==> src/design/tx_lane_defs.svh <==
// register offsets, field positions and reset values of the lane control bank
`ifndef TX_LANE_DEFS_SVH
`define TX_LANE_DEFS_SVH
`define LANE0_CONTROL_OFFSET 12'h004
`define LANE1_CONTROL_OFFSET 12'h008
`define LANE2_CONTROL_OFFSET 12'h00C
`define OPTIONS_OFFSET       12'h100
`define RESERVE_LSB          2
`define RESERVE_MSB          9
`define POWER_OFF_BIT        1
`define INVERT_BIT           0
`define RESERVE_RESET        8'h00
`define LANE_COUNT           3
`define WORD_BITS            40
`endif

==> src/design/tx_lane_pkg.sv <==
// types of the lane control bank
package tx_lane_pkg;
  typedef struct packed {
    logic [7:0] reserve_field;
    logic       power_off;
    logic       invert;
  } lane_control_t;
  typedef struct packed {
    logic [39:0] data;
    logic        valid;
  } lane_word_t;
endpackage

==> src/design/tx_lane_control_regs.sv <==
// lane control registers and lane polarity path for transmit lanes 0 to 2
// Notes on behaviour
// [RULE_01] one word per lane, bits 31:10 zero
// [RULE_02] bits 9:2 spare field, read/write, reset zero
// [RULE_03] bit 1 requests lane power-down
// [RULE_04] stored power-down bit drives output vector
// [RULE_05] transport layer reads vector for lane fallback
// [RULE_06] reset controller masks lane resets with vector
// [RULE_07] bit 0 set inverts lane transmit data
// [RULE_08] reset clears power-down and polarity bits
// [RULE_09] lane 1 at 0x8, lanes in order
// [RULE_10] power-down may be disabled, field stays
// [RULE_11] invert by bitwise complement, no added latency; the code registers tx_out, one pclk cycle behind tx_in
//
// Local design decision: the APB register port.
`timescale 1ns/100ps
`include "tx_lane_defs.svh"
module tx_lane_control_regs (
  input  wire logic                    pclk,
  input  wire logic                    presetn,
  input  wire logic                    psel,
  input  wire logic                    penable,
  input  wire logic                    pwrite,
  input  wire logic [11:0]             paddr,
  input  wire logic [31:0]             pwdata,
  input  wire logic [3:0]              pstrb,
  output logic      [31:0]             prdata,
  output logic                         pready,
  output logic                         pslverr,
  input  wire tx_lane_pkg::lane_word_t tx_in [3],
  output tx_lane_pkg::lane_word_t      tx_out [3],
  output logic      [2:0]              lane_power_off
);
  // ****************************************
  // register file
  // ****************************************
  tx_lane_pkg::lane_control_t lane_control [3];
  logic                       power_off_enable;
  logic                       access;
  logic                       wr;
  logic [1:0]                 sel;
  logic                       hit;
  logic                       opt_hit;
  logic [31:0]                next_prdata;

  assign access = psel && penable && !pready;
  assign wr     = access && pwrite;

  always_comb begin
    sel     = 2'h0;
    hit     = 1'b1;
    opt_hit = 1'b0;
    case (paddr) // RULE_09
      `LANE0_CONTROL_OFFSET: sel = 2'h0;
      `LANE1_CONTROL_OFFSET: sel = 2'h1;
      `LANE2_CONTROL_OFFSET: sel = 2'h2;
      `OPTIONS_OFFSET: begin
        hit     = 1'b0;
        opt_hit = 1'b1;
      end
      default: hit = 1'b0;
    endcase
  end

  always_ff @(posedge pclk or negedge presetn) begin
    if (!presetn) begin
      for (int i = 0; i < `LANE_COUNT; i++) begin
        lane_control[i].reserve_field <= `RESERVE_RESET; // RULE_02
        lane_control[i].power_off     <= 1'b0; // RULE_08
        lane_control[i].invert        <= 1'b0; // RULE_08
      end
    end else if (wr && hit) begin
      if (pstrb[0]) begin
        lane_control[sel].invert    <= pwdata[`INVERT_BIT]; // RULE_07
        lane_control[sel].power_off <= pwdata[`POWER_OFF_BIT]; // RULE_03
        lane_control[sel].reserve_field[5:0] <= pwdata[7:2]; // RULE_02
      end
      if (pstrb[1]) begin
        lane_control[sel].reserve_field[7:6] <= pwdata[9:8]; // RULE_02
      end
    end
  end

  always_ff @(posedge pclk or negedge presetn) begin
    if (!presetn) begin
      power_off_enable <= 1'b1;
    end else if (wr && opt_hit && pstrb[0]) begin
      power_off_enable <= pwdata[0]; // RULE_10
    end
  end

  always_comb begin
    next_prdata = 32'h0000_0000; // RULE_01
    if (hit) begin
      next_prdata[`RESERVE_MSB:`RESERVE_LSB] = lane_control[sel].reserve_field;
      next_prdata[`POWER_OFF_BIT]            = lane_control[sel].power_off;
      next_prdata[`INVERT_BIT]               = lane_control[sel].invert;
    end else if (opt_hit) begin
      next_prdata[0] = power_off_enable;
    end
  end

  always_ff @(posedge pclk or negedge presetn) begin
    if (!presetn) begin
      pready  <= 1'b0;
      pslverr <= 1'b0;
      prdata  <= 32'h0000_0000;
    end else begin
      pready  <= access;
      pslverr <= access && !hit && !opt_hit;
      if (access && !pwrite) begin
        prdata <= next_prdata;
      end
    end
  end

  // ****************************************
  // lane outputs
  // ****************************************
  always_ff @(posedge pclk or negedge presetn) begin
    if (!presetn) begin
      lane_power_off <= 3'h0;
    end else begin
      for (int i = 0; i < `LANE_COUNT; i++) begin // RULE_05
        lane_power_off[i] <= lane_control[i].power_off && power_off_enable; // RULE_04 RULE_10
      end
    end
  end

  always_ff @(posedge pclk or negedge presetn) begin
    if (!presetn) begin
      for (int i = 0; i < `LANE_COUNT; i++) begin
        tx_out[i] <= '0;
      end
    end else begin
      for (int i = 0; i < `LANE_COUNT; i++) begin
        tx_out[i].valid <= tx_in[i].valid;
        tx_out[i].data  <= lane_control[i].invert ? ~tx_in[i].data : tx_in[i].data; // RULE_11
      end
    end
  end

  // ****************************************
  // assertions
  // ****************************************
  a_reserved_zero: assert property (@(posedge pclk) disable iff (!presetn) // RULE_01
    pready && !pwrite |-> prdata[31:10] == 22'h0)
    else $error("reserved bits read nonzero");
  a_readback_field: assert property (@(posedge pclk) disable iff (!presetn) // RULE_02
    access && !pwrite && paddr == `LANE1_CONTROL_OFFSET |=> prdata[9:0] == $past(lane_control[1]))
    else $error("lane field readback mismatch");
  a_power_store: assert property (@(posedge pclk) disable iff (!presetn) // RULE_03
    wr && paddr == `LANE1_CONTROL_OFFSET && pstrb[0] |=> lane_control[1].power_off == $past(pwdata[1]))
    else $error("power-down bit not stored");
  a_power_out: assert property (@(posedge pclk) disable iff (!presetn) // RULE_04
    1'b1 |=> lane_power_off[2] == $past(lane_control[2].power_off && power_off_enable))
    else $error("power-down output mismatch");
  a_power_gate: assert property (@(posedge pclk) disable iff (!presetn) // RULE_10
    !power_off_enable ##1 !power_off_enable |-> lane_power_off == 3'h0)
    else $error("power-down active while disabled");
  a_invert_path: assert property (@(posedge pclk) disable iff (!presetn) // RULE_07
    lane_control[0].invert |=> tx_out[0].data == ~$past(tx_in[0].data))
    else $error("lane 0 not inverted");
  a_pass_path: assert property (@(posedge pclk) disable iff (!presetn) // RULE_11
    !lane_control[1].invert |=> tx_out[1].data == $past(tx_in[1].data))
    else $error("lane 1 altered");
  a_unmapped_err: assert property (@(posedge pclk) disable iff (!presetn) // RULE_09
    access && !hit && !opt_hit |=> pready && pslverr)
    else $error("unmapped access not flagged");
  a_error_with_ready: assert property (@(posedge pclk) disable iff (!presetn) // RULE_09
    pslverr |-> pready)
    else $error("error flag without answer");
  a_ready_answer: assert property (@(posedge pclk) disable iff (!presetn) // RULE_01
    access |=> pready)
    else $error("access not answered");
  a_read_hold: assert property (@(posedge pclk) disable iff (!presetn) // RULE_01
    !(access && !pwrite) |=> $stable(prdata))
    else $error("read data changed without read");
  a_error_read_zero: assert property (@(posedge pclk) disable iff (!presetn) // RULE_01
    access && !pwrite && !hit && !opt_hit |=> prdata == 32'h0000_0000)
    else $error("unmapped read not zero");
  a_options_store: assert property (@(posedge pclk) disable iff (!presetn) // RULE_10
    wr && opt_hit && pstrb[0] |=> power_off_enable == $past(pwdata[0]))
    else $error("options bit not stored");

  // ****************************************
  // lane 0 checks
  // ****************************************
  a_lane0_invert_store: assert property (@(posedge pclk) disable iff (!presetn) // RULE_07
    wr && paddr == `LANE0_CONTROL_OFFSET && pstrb[0] |=> lane_control[0].invert == $past(pwdata[0]))
    else $error("lane 0 polarity bit not stored");
  a_lane0_power_store: assert property (@(posedge pclk) disable iff (!presetn) // RULE_03
    wr && paddr == `LANE0_CONTROL_OFFSET && pstrb[0]
      |=> lane_control[0].power_off == $past(pwdata[1]))
    else $error("lane 0 power-down bit not stored");
  a_lane0_field_low: assert property (@(posedge pclk) disable iff (!presetn) // RULE_02
    wr && paddr == `LANE0_CONTROL_OFFSET && pstrb[0]
      |=> lane_control[0].reserve_field[5:0] == $past(pwdata[7:2]))
    else $error("lane 0 field low bits not stored");
  a_lane0_field_high: assert property (@(posedge pclk) disable iff (!presetn) // RULE_02
    wr && paddr == `LANE0_CONTROL_OFFSET && pstrb[1]
      |=> lane_control[0].reserve_field[7:6] == $past(pwdata[9:8]))
    else $error("lane 0 field high bits not stored");
  a_lane0_readback: assert property (@(posedge pclk) disable iff (!presetn) // RULE_02
    access && !pwrite && paddr == `LANE0_CONTROL_OFFSET |=> prdata[9:0] == $past(lane_control[0]))
    else $error("lane 0 readback mismatch");
  a_lane0_hold: assert property (@(posedge pclk) disable iff (!presetn) // RULE_03
    !(wr && paddr == `LANE0_CONTROL_OFFSET) |=> $stable(lane_control[0]))
    else $error("lane 0 register changed without write");
  a_lane0_power_out: assert property (@(posedge pclk) disable iff (!presetn) // RULE_04
    1'b1 |=> lane_power_off[0] == $past(lane_control[0].power_off && power_off_enable))
    else $error("lane 0 power-down output mismatch");
  a_lane0_pass: assert property (@(posedge pclk) disable iff (!presetn) // RULE_11
    !lane_control[0].invert |=> tx_out[0].data == $past(tx_in[0].data))
    else $error("lane 0 altered");
  a_lane0_valid: assert property (@(posedge pclk) disable iff (!presetn) // RULE_11
    1'b1 |=> tx_out[0].valid == $past(tx_in[0].valid))
    else $error("lane 0 valid not copied");

  // ****************************************
  // lane 1 checks
  // ****************************************
  a_lane1_invert_store: assert property (@(posedge pclk) disable iff (!presetn) // RULE_07
    wr && paddr == `LANE1_CONTROL_OFFSET && pstrb[0] |=> lane_control[1].invert == $past(pwdata[0]))
    else $error("lane 1 polarity bit not stored");
  a_lane1_field_low: assert property (@(posedge pclk) disable iff (!presetn) // RULE_02
    wr && paddr == `LANE1_CONTROL_OFFSET && pstrb[0]
      |=> lane_control[1].reserve_field[5:0] == $past(pwdata[7:2]))
    else $error("lane 1 field low bits not stored");
  a_lane1_field_high: assert property (@(posedge pclk) disable iff (!presetn) // RULE_02
    wr && paddr == `LANE1_CONTROL_OFFSET && pstrb[1]
      |=> lane_control[1].reserve_field[7:6] == $past(pwdata[9:8]))
    else $error("lane 1 field high bits not stored");
  a_lane1_hold: assert property (@(posedge pclk) disable iff (!presetn) // RULE_03
    !(wr && paddr == `LANE1_CONTROL_OFFSET) |=> $stable(lane_control[1]))
    else $error("lane 1 register changed without write");
  a_lane1_power_out: assert property (@(posedge pclk) disable iff (!presetn) // RULE_04
    1'b1 |=> lane_power_off[1] == $past(lane_control[1].power_off && power_off_enable))
    else $error("lane 1 power-down output mismatch");
  a_lane1_invert: assert property (@(posedge pclk) disable iff (!presetn) // RULE_07
    lane_control[1].invert |=> tx_out[1].data == ~$past(tx_in[1].data))
    else $error("lane 1 not inverted");
  a_lane1_valid: assert property (@(posedge pclk) disable iff (!presetn) // RULE_11
    1'b1 |=> tx_out[1].valid == $past(tx_in[1].valid))
    else $error("lane 1 valid not copied");

  // ****************************************
  // lane 2 checks
  // ****************************************
  a_lane2_invert_store: assert property (@(posedge pclk) disable iff (!presetn) // RULE_07
    wr && paddr == `LANE2_CONTROL_OFFSET && pstrb[0] |=> lane_control[2].invert == $past(pwdata[0]))
    else $error("lane 2 polarity bit not stored");
  a_lane2_power_store: assert property (@(posedge pclk) disable iff (!presetn) // RULE_03
    wr && paddr == `LANE2_CONTROL_OFFSET && pstrb[0]
      |=> lane_control[2].power_off == $past(pwdata[1]))
    else $error("lane 2 power-down bit not stored");
  a_lane2_field_low: assert property (@(posedge pclk) disable iff (!presetn) // RULE_02
    wr && paddr == `LANE2_CONTROL_OFFSET && pstrb[0]
      |=> lane_control[2].reserve_field[5:0] == $past(pwdata[7:2]))
    else $error("lane 2 field low bits not stored");
  a_lane2_field_high: assert property (@(posedge pclk) disable iff (!presetn) // RULE_02
    wr && paddr == `LANE2_CONTROL_OFFSET && pstrb[1]
      |=> lane_control[2].reserve_field[7:6] == $past(pwdata[9:8]))
    else $error("lane 2 field high bits not stored");
  a_lane2_readback: assert property (@(posedge pclk) disable iff (!presetn) // RULE_02
    access && !pwrite && paddr == `LANE2_CONTROL_OFFSET |=> prdata[9:0] == $past(lane_control[2]))
    else $error("lane 2 readback mismatch");
  a_lane2_hold: assert property (@(posedge pclk) disable iff (!presetn) // RULE_03
    !(wr && paddr == `LANE2_CONTROL_OFFSET) |=> $stable(lane_control[2]))
    else $error("lane 2 register changed without write");
  a_lane2_invert: assert property (@(posedge pclk) disable iff (!presetn) // RULE_07
    lane_control[2].invert |=> tx_out[2].data == ~$past(tx_in[2].data))
    else $error("lane 2 not inverted");
  a_lane2_pass: assert property (@(posedge pclk) disable iff (!presetn) // RULE_11
    !lane_control[2].invert |=> tx_out[2].data == $past(tx_in[2].data))
    else $error("lane 2 altered");
  a_lane2_valid: assert property (@(posedge pclk) disable iff (!presetn) // RULE_11
    1'b1 |=> tx_out[2].valid == $past(tx_in[2].valid))
    else $error("lane 2 valid not copied");

  // ****************************************
  // covers
  // ****************************************
  c_write_lane1: cover property (@(posedge pclk) wr && paddr == `LANE1_CONTROL_OFFSET);
  c_power_off: cover property (@(posedge pclk) lane_power_off[0]);
  c_invert_on: cover property (@(posedge pclk) lane_control[2].invert && tx_in[2].valid);
  c_disable: cover property (@(posedge pclk) wr && opt_hit);
  c_unmapped: cover property (@(posedge pclk) pready && pslverr);
endmodule

==> config.mk <==
export PLATFORM = sky130hd
export DESIGN_NAME = tx_lane_control_regs
export DESIGN_NICKNAME = d
export VERILOG_FILES = /design/src/design/tx_lane_pkg.sv /design/src/design/tx_lane_control_regs.sv
export VERILOG_INCLUDE_DIRS = /design/src /design/src/design
export SDC_FILE = /design/constraint.sdc
export NUM_CORES = 1
export LEC_CHECK = 0
export BUFFER_PORTS_ARGS = -buffer_cell sky130_fd_sc_hd__buf_2
export CAP_MARGIN = 20
export CORE_AREA = 2 2 129 131
export DETAILED_ROUTE_END_ITERATION = 8
export DIE_AREA = 0 0 131 133
export PLACE_DENSITY = 0.75
export RECOVER_POWER = 50
export SLEW_MARGIN = 20
export SYNTH_ARGS = -nofsm -noshare
export SYNTH_HDL_FRONTEND = slang
export SYNTH_SLANG_ARGS = --single-unit
==> constraint.sdc <==
create_clock -name pclk -period 1.75 [get_ports pclk]
set_clock_uncertainty 0.2 [all_clocks]
set_input_delay 0.35 -clock pclk [delete_from_list [all_inputs] [get_ports pclk]]
set_output_delay 0.35 -clock pclk [all_outputs]
set_load 0.01 [all_outputs]
# Word level (Yosys, flattened, before mapping)
# Index checks and enable logic that the tools add are counted.
word_totals:
  wordCells: 75
  register_bits: 169
  in_bits: 176
  out_inout_bits: 160
classes:
  order_cmp: 2
  bitwise_logic: 4
  reduce_logical: 18
  muxes: 27
  eq_ne: 4
ops:
  columns: ["cell", "n"]
  rows:
  - ["bitwise mux 30 bit", 4]
  - ["2-to-1 mux 40 bit", 3]
  - ["inverter 40 bit", 3]
  - ["2-to-1 mux 30 bit", 3]
  - ["demux 10 bit (select 2 bit)", 4]
  - ["2-to-1 mux 10 bit", 3]
  - ["equality test 12 x 4 -> 1 bit, second input constant", 2]
  - ["binary-select mux 10 bit (select 2 bit)", 1]
  - ["logical AND 1 bit", 13]
  - ["equality test 12 x 3 -> 1 bit, second input constant", 1]
  - ["equality test 12 x 9 -> 1 bit, second input constant", 1]
  - ["2-to-1 mux 9 bit", 1]
  - ["2-to-1 mux 8 bit", 1]
  - ["2-to-1 mux 1 bit", 5]
  - ["logical NOT 1 bit", 4]
  - ["one-hot mux 2 bit (2 select lines)", 1]
  - ["greater-or-equal comparator 3 bit, second input constant", 1]
  - ["less-than comparator 3 x 1 -> 1 bit, second input constant", 1]
  - ["inverter 2 -> 3 bit", 1]
  - ["OR reduction 3 bit", 1]
  - ["2-to-1 mux 2 bit", 1]

# Depth between registers and ports, before layout
depth:
  depth_word: 14
  mapped_depth: 6
  mapped_depth_nobuf: 4

# Worst setup path before layout
# No wires, ideal clock.
synth_timing:
  path_type: "input -> register"
  start: "input paddr[5]"
  end: "register lane_control[28] (netlist bit)"
  stages: 6
  required_time_ns: 1.423
  t_arrival_ns: 1.427
  path_slack_ns: -0.005
  path_buffers: 2
  setup_time_ns: 0.127
  path_cell_list: "nor4_2 and3_1 buf_4 buf_6 nand3_2 mux2_1"
synth_via:
  elab_chain_cells: 11
  word_cells_on_any_way: 23
  classes_between: "order compare: 2; eq/ne: 3; mux: 14; bitwise: 1; reduce/logical: 3"
synth_lines:
  columns: ["item", "line_no", "rtl"]
  rows:
  - ["start: declaration", "tx_lane_control_regs.sv:24", "input wire logic [11:0] paddr,"]
  - ["equality test 12 x 4 -> 1 bit", "tx_lane_control_regs.sv:53", "case (paddr)"]
  - ["one-hot mux 2 bit (2 select lines)", "tx_lane_control_regs.sv:53", null]
  - ["inverter 2 -> 3 bit", null, null]
  - ["demux 10 bit (select 2 bit)", "tx_lane_control_regs.sv:74", "lane_control[sel].invert <= pwdata[`INVERT_BIT];"]
  - ["bitwise mux 30 bit", "tx_lane_control_regs.sv:74", null]
  - ["bitwise mux 30 bit", "tx_lane_control_regs.sv:75", "lane_control[sel].power_off <= pwdata[`POWER_OFF_BIT];"]
  - ["bitwise mux 30 bit", "tx_lane_control_regs.sv:76", "lane_control[sel].reserve_field[5:0] <= pwdata[7:2];"]
  - ["2-to-1 mux 30 bit", "tx_lane_control_regs.sv:73", "if (pstrb[0]) begin"]
  - ["2-to-1 mux 30 bit", "tx_lane_control_regs.sv:72", "end else if (wr && hit) begin"]
  - ["bitwise mux 30 bit", "tx_lane_control_regs.sv:79", "lane_control[sel].reserve_field[7:6] <= pwdata[9:8];"]
  - ["2-to-1 mux 30 bit", "tx_lane_control_regs.sv:78", "if (pstrb[1]) begin"]
  - ["end: declaration", "tx_lane_control_regs.sv:37", "tx_lane_pkg::lane_control_t lane_control [3];"]
# Parallel ways exist; a longest one is shown, timed or not. The select of a mux whose other input is x is not followed.
# A chain may end at the register's enable or synchronous reset.

# Worst setup path after layout
layout_timing:
  start: "register pready"
  end: "register prdata[4]"
layout_via:
  elab_chain_cells: 3
layout_lines:
  columns: ["item", "line_no", "rtl"]
  rows:
  - ["start: declaration", "tx_lane_control_regs.sv:28", "output logic pready,"]
  - ["start signal: assignment", "tx_lane_control_regs.sv:109", "pready <= access;"]
  - ["logical NOT 1 bit", "tx_lane_control_regs.sv:46", "assign access = psel && penable && !pready;"]
  - ["logical AND 1 bit", "tx_lane_control_regs.sv:46", null]
  - ["named net access", "tx_lane_control_regs.sv:39", "logic access;"]
  - ["logical AND 1 bit", "tx_lane_control_regs.sv:111", "if (access && !pwrite) begin"]
  - ["end signal: assignment", "tx_lane_control_regs.sv:112", "prdata <= next_prdata;"]
  - ["end: declaration", "tx_lane_control_regs.sv:27", "output logic [31:0] prdata,"]
# The timed path passes the listed nets, and every way through them passes these cells.

==> results.toml <==
[yosys]
yosysMostFrequentCell = "dfrtp_1"
synth_area_um2 = 6420
async_flop_share_pct = 100
yosys.area.top_type = "dfrtp_1"
synth_edf_count = 0
ys_types = 33
synth_compound_area_share_pct = 2.77
synthXorXnorAreaFrac_pct = 16.4
ys_warn_count = 0
yosysSeqAreaShare_pct = 65.9
ys_top_cells_by_count = "dfrtp_1 (168), xor2_1 (120), mux2_2 (26)"
synth_top_family_by_area = "XOR/XNOR gates"
synth_area_leaders = "dfrtp_1 (65%), xor2_1 (16%), mux2_2 (4.6%), buf_4 (2.7%), a221o_1 (1.2%)"
synth.mux.area_fraction_pct = 5.59
yosysTopAreaCellShare_pct = 65.5
yosys.area_share.simple_pct = 4.50
syn_inst = 441
syn_area_per_cell_um2 = 14.6
yosys_most_used_dff = "dfrtp_1"
yosys.area_share.adder_pct = 0
synth-seq-cells = 169

[pwr]
ir_worst_vdd_mv = 0.660
p_per_area_nw_per_um2 = 863
fin_total_pwr_mw = 8.78
p_leak_nw = 5.41

[clock_tree]
cts_sinks = 169
cts.path.max_buffers = 2
clk_pin_slew_ns = 0.06
htree_levels = 4
cts-buffers-inserted = 17
cts_tree = "yes"
cts-root-buf = "clkbuf_16"
clk_latency_ns = 0.42

[min_path]
hold_end = "pready$_DFF_PN0_"
min_path_type = "input port to register"
whs_path_depth = 2
hp-start = "psel"

[die]
die_height_um = 133
io-pin-count = 336
initial_core_util_pct = 39.7
die_w_um = 131
rows = 47
coreArea_um2 = 16200
dieArea_um2 = 17400

[global_route]
grt_pass1_vias = 5249
grt.total_usage_pct = 20.0
grt_max_degree = 55
grt_pass1_wl_um = 26300
grt_overflow_total = 0
antenna_found_initial = 0

[timing]
fin_crit_ns = 1.75
slew_headroom_pct = 50.5
tightest_slew_ns = 0.743
setup_ws_ns = 0.00181
fin_crit_sh_pct = 99.9
hold_ws_ns = 0.0611
drv_slew = 0
fmax_mhz = 572
finalSetupViolCount = 0
hold_violations = 0
grt_setup_unrepaired = "yes"

[final_layout]
antenna_cells = 0
layout-drive-gt1-share_pct = 43.3
final_nets = 1068
final-seq-area_um2 = 4230
n_fill_cell = 1171
multi_input_comb_area_um2 = 2010
stdcell_count = 1125
area_growth_pct = 58.5

[placed_design]
pre_cts_slack_ns = -0.325
place_congestion = 0.774
dp_hpwl_um = 10800
io_buffers = 289
dp_cells = 959

[drt]
drc_errors = 0
via_per_inst = 4.37
ant_nets = 0
dr.pass1.iters = 4
dr_total_vias = 4912
first_iter_violations = 128
wirelength_um = 17400
wire_per_inst_um = 15.5

[worst_setup_path]
rr_startpoint = "pready$_DFF_PN0_"
criticalPathCategory = "register to register"
reg2reg_slack_ns = 0.002
ff2ff_path_depth = 5
required_ns = 1.85
crit_path_max_fanout = 5
cp-start-kind = "register"
cp.arrival_ns = 1.85
r2r-end = "prdata[4]$_DFFE_PN0P_"
worstSetupEndpointType = "register"

[flow_run]
max_cap_violations = 0

[run_status]
run_status = "completed"
## cell families after synthesis
logic type	count (synthesis)
and+or+nand+nor	46
other	1
DFF	169
muxes	32
xor gates and xnor gates	120
AOI/OAI and AO/OA	21
buffers and inverters	52
## worst max-delay path by stage
stage	startpoint	end	slack [ns]	cells past startpoint
floorplan	pready$_DFF_PN0_	prdata[1]$_DFFE_PN0P_	0.009	5
global placement	paddr[5]	lane_control[10]$_DFFE_PN0P_	-0.29	5
detailed placement	paddr[5]	lane_control[0]$_DFFE_PN0P_	-0.32	5
CTS	pready$_DFF_PN0_	prdata[4]$_DFFE_PN0P_	0.005	5
global route	pready$_DFF_PN0_	lane_control[27]$_DFFE_PN0P_	-0.03	5
finish	pready$_DFF_PN0_	prdata[4]$_DFFE_PN0P_	0.002	5
## final cells by class
type | instances | share of cell area (%)
well taps | 220 | 2.71
clock inverters | 12 | 1.37
inverters | 8 | 0.295
flip-flops and latches | 169 | 41.6
repair buffers | 455 | 29.9
clock buffers | 20 | 4.39
multi-input cells | 241 | 19.7
## critical path, stage by stage, from the launching register on
cell,delay [ns]
dfrtp_1,0.33
and3b_2,0.23
nor2b_2,0.18
and3_4,0.18
buf_4,0.15
a221o_1,0.35
## through the flow
stage          TNS, ns  util, %  instance area, um2
3_3_place_gp     -9.33     51.1                8260
3_5_place_dp    -10.07     51.1                8260
6_report             0     62.9               10200
5_1_grt         -0.241     62.9               10200
4_1_cts              0     63.3               10200
2_1_floorplan        0        -                6510
## cells in the final DEF (no fill, tap or decap), types with 4 or more instances in the layout
cell type and instances:
inv_6 4, clkbuf_16 17, clkbuf_4 4, xor2_1 120, o31ai_1 8, a221o_1 8
dfrtp_1 165, nor2_1 5, mux2_1 5, mux2_2 26, and2_1 5, conb_1 22
inv_1 8, buf_6 4, nand4_1 4, buf_2 288, buf_4 24, dlygate4sd3_1 134
nand2_1 10
## repair_timing
item,4_1_cts,5_1_grt
resized for setup,10,1
endpoints found under the setup margin,26,31
pin swaps,1,0
hold endpoints to repair,265,0
buffers inserted,0,0
gates cloned,0,0
hold buffers,134,0
## state kept, by name (all words and copies together), names as in the netlist
signal / cells
tx_out: 123
prdata: 10
power_off_enable: 1
pready: 1
lane_power_off: 3
pslverr: 1
lane_control: 30
## metal layers
layer	vias up	part of all wire (%)	global-route usage, %
met5	-	0	0
li1	2284	-	-
met1	2376	37	20.8
met3	55	5.4	4.04
met4	0	4.4	11.7
met2	197	53	36.5
## power breakdown
group | internal, mW | switching [mW]
combinational | 0.504 | 0.451
clock | 2.16 | 1.57
sequential | 4.05 | 0.0382
total | 6.72 | 2.06
(Power assumes the default switching activity.)
